[src/fepc_pkg.sv]
`default_nettype none
package fepc_pkg;

    // ==========================================
    // Register addresses on the SFR bus
    localparam logic [7:0] FEPC_ADDR_ERASE_CMD = 8'h94;
    localparam logic [7:0] FEPC_ADDR_CONTROL = 8'hB2;
    localparam logic [7:0] FEPC_ADDR_PAGE = 8'hB7;

    // ==========================================
    // Key patterns and reset values
    localparam logic [7:0] FEPC_KEY_PAGE_ERASE = 8'h55;
    localparam logic [7:0] FEPC_KEY_MASS_ERASE = 8'hAA;
    localparam logic [7:0] FEPC_ERASE_CMD_RST = 8'h00;
    localparam logic [7:0] FEPC_PAGE_RST = 8'h00;
    localparam logic [7:0] FEPC_PAGE_MAX = 8'h7F;

    // ==========================================
    // Control register field positions
    localparam int FEPC_BIT_PWE = 0;
    localparam int FEPC_BIT_MEEN = 1;
    localparam int FEPC_BIT_SECURE = 6;
    localparam int FEPC_BIT_PREBOOT = 7;

    // ==========================================
    // Bundles
    typedef struct packed {
        logic wr;
        logic rd;
        logic [7:0] addr;
        logic [7:0] wdata;
    } fepc_sfr_req_s;

    typedef struct packed {
        logic page_erase;
        logic mass_erase;
        logic [6:0] page;
    } fepc_erase_s;

    typedef struct packed {
        logic wr;
        logic [15:0] addr;
        logic [7:0] data;
    } fepc_flash_wr_s;

    typedef enum logic [1:0] {
        FEPC_IDLE,
        FEPC_PAGE_BUSY,
        FEPC_MASS_BUSY
    } fepc_state_e;

endpackage
`default_nettype wire

[src/fepc_external_data_move_route.sv]
`timescale 1ns/1ps
`default_nettype none
module fepc_external_data_move_route
    import fepc_pkg::*;
(
    input wire logic sys_clk,
    input wire logic rst,
    input wire logic pwe,
    input wire logic external_data_move_wr,
    input wire logic [15:0] external_data_move_addr,
    input wire logic [7:0] external_data_move_data,
    output logic xram_wr,
    output fepc_flash_wr_s flash_wr,
    output logic byte_done
);

    // ==========================================
    // Store steering: data RAM unless program write is enabled
    assign xram_wr = external_data_move_wr & ~pwe;
    assign byte_done = external_data_move_wr & pwe;

    always_ff @(posedge sys_clk or posedge rst) begin
        if (rst) begin
            flash_wr <= '0;
        end else begin
            flash_wr.wr <= external_data_move_wr & pwe;
            if (external_data_move_wr & pwe) begin
                flash_wr.addr <= external_data_move_addr;
                flash_wr.data <= external_data_move_data;
            end
        end
    end

endmodule
`default_nettype wire

[src/fepc_flash_ctrl.sv]
`timescale 1ns/1ps
`default_nettype none
// Functional notes
// - Writing 0x55 to erase command starts page erase of a page written since the last 0x55.
// - Writing 0xAA starts mass erase if enable armed and debug port enabled.
// - Other erase command values are ignored; register reads as zero.
// - Page register holds page 0..127 to erase; resets to zero.
// - Program write enable redirects data-pointer stores from data RAM into flash.
// - Program write enable clears itself after each flash byte written.
// - Program write enable writes blocked while interrupts globally enabled.
// - Mass erase enable is write-only, resets disabled, arms one mass erase.
// - Security bit clears on reset, can only be set afterwards.
// - Security bit blocks external reads of flash and engine program RAM.
// - Control bit 7 is read-only, one while preboot runs.
module fepc_flash_ctrl
    import fepc_pkg::*;
(
    input wire logic sys_clk,
    input wire logic rst,
    input wire fepc_sfr_req_s sfr_req,
    output logic [7:0] sfr_rdata,
    output logic sfr_hit,
    input wire logic int_global_en,
    input wire logic debug_port_en,
    input wire logic preboot_active,
    input wire logic external_data_move_wr,
    input wire logic [15:0] external_data_move_addr,
    input wire logic [7:0] external_data_move_data,
    output logic xram_wr,
    output fepc_flash_wr_s flash_wr,
    output fepc_erase_s erase_req,
    input wire logic flash_busy,
    output logic erase_active,
    output logic ext_read_block
);

    // ==========================================
    // Decode
    function automatic logic hit(input fepc_sfr_req_s r, input logic [7:0] a);
        hit = r.addr == a;
    endfunction

    // Key match on a write to the erase command address
    function automatic logic key_hit(input logic we, input logic [7:0] d, input logic [7:0] k);
        key_hit = we && d == k;
    endfunction

    // ==========================================
    // Registers and decoded strobes
    logic wr_erase;
    logic wr_ctrl;
    logic wr_page;
    logic pwe_r;
    logic meen_r;
    logic secure_r;
    logic [6:0] page_r;
    logic page_valid_r;
    logic byte_done;
    logic preboot_s1_r;
    logic preboot_r;
    logic debug_s1_r;
    logic debug_r;
    fepc_state_e state_r;
    logic page_key;
    logic mass_key;

    assign wr_erase = sfr_req.wr & hit(sfr_req, FEPC_ADDR_ERASE_CMD);
    assign wr_ctrl = sfr_req.wr & hit(sfr_req, FEPC_ADDR_CONTROL);
    assign wr_page = sfr_req.wr & hit(sfr_req, FEPC_ADDR_PAGE);
    // Hit covers reads and writes alike, so the core can steer its read mux
    assign sfr_hit = hit(sfr_req, FEPC_ADDR_ERASE_CMD) | hit(sfr_req, FEPC_ADDR_CONTROL)
        | hit(sfr_req, FEPC_ADDR_PAGE);

    // A key only counts when it lands on the erase command address
    assign page_key = key_hit(wr_erase, sfr_req.wdata, FEPC_KEY_PAGE_ERASE);
    assign mass_key = key_hit(wr_erase, sfr_req.wdata, FEPC_KEY_MASS_ERASE);

    // ==========================================
    // Pin synchronisers
    // Both pins are asynchronous; only the second stage is ever read
    always_ff @(posedge sys_clk or posedge rst) begin
        if (rst) begin
            preboot_s1_r <= 1'b0;
            preboot_r <= 1'b0;
            debug_s1_r <= 1'b0;
            debug_r <= 1'b0;
        end else begin
            preboot_s1_r <= preboot_active;
            preboot_r <= preboot_s1_r;
            debug_s1_r <= debug_port_en;
            debug_r <= debug_s1_r;
        end
    end

    // ==========================================
    // Program write enable
    // A store steered to flash wins over a control write in the same cycle
    always_ff @(posedge sys_clk or posedge rst) begin
        if (rst) begin
            pwe_r <= 1'b0;
        end else if (byte_done) begin
            pwe_r <= 1'b0;
        end else if (wr_ctrl && !int_global_en) begin
            pwe_r <= sfr_req.wdata[FEPC_BIT_PWE];
        end
    end

    // ==========================================
    // Security latch: set-only until reset
    // Zero writes fall through, so only a chip reset can lift the read block
    always_ff @(posedge sys_clk or posedge rst) begin
        if (rst) begin
            secure_r <= 1'b0;
        end else if (wr_ctrl && sfr_req.wdata[FEPC_BIT_SECURE]) begin
            secure_r <= 1'b1;
        end
    end

    // External readers of flash and engine program RAM are gated on this
    assign ext_read_block = secure_r;

    // ==========================================
    // Page address and one-shot qualifiers
    always_ff @(posedge sys_clk or posedge rst) begin
        if (rst) begin
            page_r <= FEPC_PAGE_RST[6:0];
            page_valid_r <= 1'b0;
        end else if (wr_page) begin
            page_r <= sfr_req.wdata[6:0];
            page_valid_r <= 1'b1;
        end else if (page_key) begin
            // Spent even when the erase is refused, so a stale page never fires later
            page_valid_r <= 1'b0;
        end
    end

    // Consumed by any mass-erase attempt so a stale arm never carries over
    // A zero write disarms as well
    always_ff @(posedge sys_clk or posedge rst) begin
        if (rst) begin
            meen_r <= 1'b0;
        end else if (wr_ctrl) begin
            meen_r <= sfr_req.wdata[FEPC_BIT_MEEN];
        end else if (mass_key) begin
            meen_r <= 1'b0;
        end
    end

    // ==========================================
    // Erase sequencer
    always_ff @(posedge sys_clk or posedge rst) begin
        if (rst) begin
            state_r <= FEPC_IDLE;
            erase_req <= '0;
        end else begin
            erase_req.page_erase <= 1'b0;
            erase_req.mass_erase <= 1'b0;
            case (state_r)
                FEPC_IDLE: begin
                    // Keys that arrive while an erase runs are dropped here
                    if (page_key && page_valid_r) begin
                        erase_req.page_erase <= 1'b1;
                        erase_req.page <= page_r;
                        state_r <= FEPC_PAGE_BUSY;
                    end else if (mass_key && meen_r && debug_r) begin
                        erase_req.mass_erase <= 1'b1;
                        state_r <= FEPC_MASS_BUSY;
                    end
                    // Any other value falls through with no effect
                end
                FEPC_PAGE_BUSY, FEPC_MASS_BUSY: begin
                    // Wait one cycle for the array to raise busy, then for it to drop
                    // The strobe cycle itself never ends the erase
                    if (!flash_busy && !erase_req.page_erase && !erase_req.mass_erase) begin
                        state_r <= FEPC_IDLE;
                    end
                end
                default: state_r <= FEPC_IDLE;
            endcase
        end
    end

    // Busy covers the strobe cycle and the whole array busy time
    assign erase_active = state_r != FEPC_IDLE;

    // ==========================================
    // Read mux; erase command is write-only and reads zero
    always_comb begin
        sfr_rdata = 8'h00;
        if (sfr_req.rd) begin
            if (hit(sfr_req, FEPC_ADDR_ERASE_CMD)) begin
                sfr_rdata = FEPC_ERASE_CMD_RST;
            end else if (hit(sfr_req, FEPC_ADDR_CONTROL)) begin
                // Mass-erase enable is write-only and reads back as zero
                sfr_rdata[FEPC_BIT_PWE] = pwe_r;
                sfr_rdata[FEPC_BIT_SECURE] = secure_r;
                sfr_rdata[FEPC_BIT_PREBOOT] = preboot_r;
            end else if (hit(sfr_req, FEPC_ADDR_PAGE)) begin
                // Top bit of the page register always reads zero
                sfr_rdata = {1'b0, page_r};
            end
        end
    end

    // ==========================================
    // Store steering and the one-shot flash byte write
    fepc_external_data_move_route u_route (
        .sys_clk(sys_clk),
        .rst(rst),
        .pwe(pwe_r),
        .external_data_move_wr(external_data_move_wr),
        .external_data_move_addr(external_data_move_addr),
        .external_data_move_data(external_data_move_data),
        .xram_wr(xram_wr),
        .flash_wr(flash_wr),
        .byte_done(byte_done)
    );

endmodule
`default_nettype wire

[config.mk]
export PLATFORM = sky130hd
export DESIGN_NAME = fepc_flash_ctrl
export DESIGN_NICKNAME = d
export VERILOG_FILES = /design/src/fepc_pkg.sv /design/src/fepc_external_data_move_route.sv /design/src/fepc_flash_ctrl.sv
export SDC_FILE = /design/constraint.sdc
export NUM_CORES = 1
export LEC_CHECK = 0
export ABC_AREA = 0
export BUFFER_PORTS_ARGS = -buffer_cell sky130_fd_sc_hd__buf_2
export CORE_ASPECT_RATIO = 0.9
export CORE_MARGIN = 5
export CORE_UTILIZATION = 51
export CTS_CLUSTER_SIZE = 14
export DETAILED_ROUTE_END_ITERATION = 8
export PLACE_DENSITY_LB_ADDON = 0.12
export SYNTH_ARGS = -nofsm -noshare
export SYNTH_HDL_FRONTEND = slang
export SYNTH_HIERARCHICAL = 1
export SYNTH_SLANG_ARGS = --single-unit
[constraint.sdc]
create_clock -name sys_clk -period 3.2 [get_ports sys_clk]
set_input_delay 0.16 -clock sys_clk [delete_from_list [all_inputs] [get_ports sys_clk]]
set_output_delay 0.16 -clock sys_clk [all_outputs]
set_load 0.01 [all_outputs]
# [Word-level counts from Yosys, hierarchy flattened]
# Cells that the tools add are included.
[totals] output_inout_bits=46 inputBits=49 regBits=51
[classes] reduce_logical=21 eq_ne=9 bitwise=8 n_mux=21
[op_table] cell="$eq A8 B8 Y1 const B" count=4
[op_table] cell="$mux W8" count=2
[op_table] cell="$mux W7" count=2
[op_table] cell="$mux W1" count=10
[op_table] cell="$logic_and A1 B1 Y1" count=9
[op_table] cell="$mux W9" count=1
[op_table] cell="$eq A8 B7 Y1 const B" count=1
[op_table] cell="$mux W2" count=4
[op_table] cell="$reduce_bool A2 Y1" count=4
[op_table] cell="$and A1 B1 Y1" count=5
[op_table] cell="$mux W5" count=1
[op_table] cell="$logic_not A1 Y1" count=4
[op_table] cell="$pmux W2 S2" count=1
[op_table] cell="$reduce_and A2 Y1" count=2
[op_table] cell="$ne A3 B3 Y1 const B" count=1
[op_table] cell="$eq A2 B1 Y1 const B" count=1
[op_table] cell="$eq A2 B2 Y1 const B" count=1
[op_table] cell="$logic_not A2 Y1" count=1
[op_table] cell="$ne A2 B2 Y1 const B" count=1
[op_table] cell="$or A1 B1 Y1" count=2
[op_table] cell="$reduce_or A2 Y1" count=1
[op_table] cell="$not A1 Y1" count=1

# [Longest topological paths before layout]
[depth] depth_word=8 mapped_depth=6 depth_no_buf=5

# [Modules after synthesis]
# Netlist, hierarchy kept.
[modules_own_cells] module="fepc_flash_ctrl" area_each_um2=1234.9 cells_each=102 n_inst=1
[modules_own_cells] module="fepc_external_data_move_route" area_each_um2=1011.0 cells_each=55 n_inst=1

# [Worst setup path after synthesis]
# Ideal clock, no wire load.
[synth_path] path_kind="input-to-reg" startpoint="input port sfr_req[3] in the netlist's numbering" endpoint="register erase_req[0] in the netlist's numbering" path_buffers=1 setup_slack_ps=1426 setup_time_ps=125 t_required_ps=3075 stages=5 arrival_time_ps=1649 cell_sequence="nand4b_1 or4_4 or4_4 buf_6 mux2_4"
[synth_via] elab_chain_len=4
[synth_lines] element="start, declared" line_no="fepc_flash_ctrl.sv:20" rtl="input wire fepc_sfr_req_s sfr_req,"
[synth_lines] element="$eq A8 B7 Y1" line_no="fepc_flash_ctrl.sv:45" rtl="key_hit = we && d == k;"
[synth_lines] element="$logic_and A1 B1 Y1" line_no="fepc_flash_ctrl.sv:45"
[synth_lines] element="$logic_and A1 B1 Y1" line_no="fepc_flash_ctrl.sv:161" rtl="if (page_key && page_valid_r) begin"
[synth_lines] element="$reduce_and A2 Y1 (no line)"
[synth_lines] element="end, declared" line_no="fepc_flash_ctrl.sv:31" rtl="output fepc_erase_s erase_req,"
# Every way passes these cells.
# A chain may end at the register's enable or synchronous reset.

# [Worst setup path in the final report]
[layout_path] startpoint="register state_r[1]" endpoint="register erase_req[4] in the netlist's numbering"
[layout_via] elab_chain_len=2
[layout_lines] element="start, declared" line_no="fepc_flash_ctrl.sv:63" rtl="fepc_state_e state_r;"
[layout_lines] element="start signal, assigned" line_no="fepc_flash_ctrl.sv:153" rtl="state_r <= FEPC_IDLE;"
[layout_lines] element="start signal, assigned" line_no="fepc_flash_ctrl.sv:164" rtl="state_r <= FEPC_PAGE_BUSY;"
[layout_lines] element="start signal, assigned" line_no="fepc_flash_ctrl.sv:167" rtl="state_r <= FEPC_MASS_BUSY;"
[layout_lines] element="$logic_not A2 Y1" line_no="fepc_flash_ctrl.sv:158" rtl="case (state_r)"
[layout_lines] element="$reduce_and A2 Y1 (no line)"
# Every way passes these cells.

==> results.cfg <==
[status]
status = completed

[timing]
slew_violations = 0
hold_violations = 0
min_period_ns = 1.81
max_freq_mhz = 553
hold_ws_ns = 0.0564
fin_crit_sh = 0.565
setup_slack_ns = 1.39
setup_tns_ns = 0
skew_ns = 0.00432
maxSlewHeadroom = 0.369
worst_pin_slew_ns = 0.945
setup_viol = 0
rsz0062_at_grt = no

[floorplan]
ioPinCount = 95
chipHeight_um = 73.0
coreArea_um2 = 4160
die_w_um = 80.0
initial_core_util = 0.540
die_area_um2 = 5830
rows = 22

[critical_path]
cp_common_cell = inv_1
r2r_slack_ns = 1.39
critPathCaptureType = flip-flop
r2r_start = state_r[1]$_DFFE_PP0P_
worstSetupPathType = flip-flop to flip-flop
cp_data_required_time_ns = 3.38
slowest_stage = or4_4
r2r_cells = 5
r2r-end = erase_req[4]$_DFFE_PP0P_
critical_path.max_stage_delay_ns = 0.63
critPathLaunchType = flip-flop
crit_chain = inv_1, ha_1, inv_1, or4_4, mux2_4
crit_arrival_ns = 1.99
critical_path.max_fanout = 9

[global_route]
grt_util_met1 = 0.237
grt_max_degree = 27
grt_antenna_before_repair = 0
gr-usage-met3 = 0.0630
busiest_layer = met2
met2_usage = 0.246
grt_overflow = 0
grt_usage = 0.167
grt_pass1_vias = 1603
grt_pass1_wl_mm = 7.55

[place]
dp_slack_ns = 1.20
port_buffers = 94
dpl.cell_count = 307
dp_hpwl_mm = 3.61
place.gp.congestion = 0.810

[logic_synthesis]
syn_area_um2 = 2250
syn_nets = 207
syn-instance-count = 157
synth-seq-cells = 51
ys_types = 36
yosys_warnings = 6
syn_avg_cell_area_um2 = 14.3
ys_seq_area_frac = 0.568

[clock_network]
tritoncts = built
clockRootBuffer = clkbuf_8
cts_resized = 0
clockBufferDepth = 2
clk_latency_ns = 0.30
cts_made_buffers = 5
clock-sinks = 51
htreeDepth = 2
clkTransAtPathRegs_ns = 0.09

[hold_path]
hp-class = primary input to asynchronous set/reset pin

[drt]
drt_drc_violations_left = 0
postRouteWirelength_mm = 4.71
antenna_left = 0
drt_pass1_iterations = 4
wl_per_cell_um = 14.9
drt_iter0_drc = 69
routed_via_density = 4.93
vias = 1563

[cells_and_area]
stdcell_count = 317
syn_to_final_growth_pct = 28.1
mostFrequentLayoutCell = buf_2
layout-drive-gt1-share = 0.572
final_cell_mix = buf_2 (94), dfrtp_1 (51), mux2_4 (26)
layout.nets = 306
n_antenna_cell = 0

[pwr]
ir_drop_v = 0.000341
p_per_area_nw_per_um2 = 472
leakagePower_nw = 1.67

[flow_run]
maxCapViolations = 0
-- critical path: cells and delay by family, from the launching register on --
family	cells	cell delay, ns
mux	1	0.33
simple gates	1	0.63
fa+ha+maj	1	0.19
flops	1	0.39
buf+inv	2	0.15
-- what timing repair did --
action,CTS,global route
buffers inserted,0,0
hold buffers,2,0
endpoints found under the hold margin,2,0
-- layout make-up --
class | count | area [um2]
tap | 60 | 75.1
timing repair buffer | 96 | 490
clock inverter | 1 | 7.51
inverter | 8 | 30.0
fill | 315 | 1280
clock buffer | 7 | 96.3
multi-input combinational | 94 | 902
sequential | 51 | 1280
-- cell families after synthesis --
logic type / after synthesis / share of synthesized area
adder cells (fa/ha/maj): 1 / 0.00557
AND/OR/NAND/NOR: 41 / 0.118
multiplexers: 39 / 0.238
buffers and inverters: 12 / 0.0301
AO/OA/AOI/OAI: 13 / 0.0396
flip-flops: 51 / 0.568
-- registers in the layout, summed over array words and instances, names as in the netlist, 2 cells and up --
name              cells
page_r                7
state_r               2
u_route/flash_wr     25
erase_req             9
-- Yosys cell counts, drive strengths merged --
cell,count,area share
ha,1,0.0056
a31o,1,0.0039
and4,1,0.0039
a21boi,1,0.0033
o21ai,3,0.0067
o22ai,1,0.0028
o21bai,1,0.0033
buf,3,0.015
clkbuf,1,0.0017
nand4,2,0.0056
nand3b,2,0.0067
and2b,2,0.0072
or4,2,0.010
and4b,1,0.0045
nor4b,2,0.0078
and4bb,1,0.0056
a22oi,2,0.0067
mux2i,1,0.0045
nand3,1,0.0022
inv,8,0.013
and2,8,0.022
a2bb2oi,1,0.0039
nand4b,1,0.0039
dfrtp,51,0.57
o31a,1,0.0039
a31oi,1,0.0028
nand2,5,0.0095
nor3,4,0.0089
and3,4,0.012
a21oi,1,0.0022
mux2,38,0.23
nor2,5,0.0084
-- how the worst max path moves through the flow --
stage | startpoint | to | slack (ns) | cells after the start
final | state_r[1]$_DFFE_PP0P_ | erase_req[4]$_DFFE_PP0P_ | 1.39 | 5
after global routing | state_r[1]$_DFFE_PP0P_ | erase_req[4]$_DFFE_PP0P_ | 1.31 | 5
after CTS | state_r[1]$_DFFE_PP0P_ | erase_req[4]$_DFFE_PP0P_ | 1.38 | 5
after detailed placement | sfr_req[8] | erase_req[4]$_DFFE_PP0P_ | 1.20 | 5
after global placement | sfr_req[8] | erase_req[0]$_DFFE_PP0P_ | 1.27 | 5
after floorplan | sfr_req[3] | erase_req[0]$_DFFE_PP0P_ | 1.43 | 5
-- per-layer routing --
| layer | share of wire | vias up |
|---|---|---|
| met2 | 0.43 | 63 |
| li1 | - | 753 |
| met5 | 0 | - |
| met3 | 0.099 | 4 |
| met4 | 0.0062 | 0 |
| met1 | 0.47 | 743 |
-- power by group --
part,internal (mW),switching (mW),total (mW)
registers,0.704,0.0302,0.734
clock network,0.197,0.199,0.396
logic,0.131,0.0984,0.229
total,1.03,0.328,1.36
-- stage by stage --
step	util	power, mW	cell area [um2]
final	0.692	1.36	2880
after detailed placement	0.663	0.976	2750
after floorplan	-	0.869	2250
after CTS	0.692	1.38	2880
after global routing	0.692	1.43	2880
after global placement	0.663	0.971	2750
(Power assumes the default switching activity.)
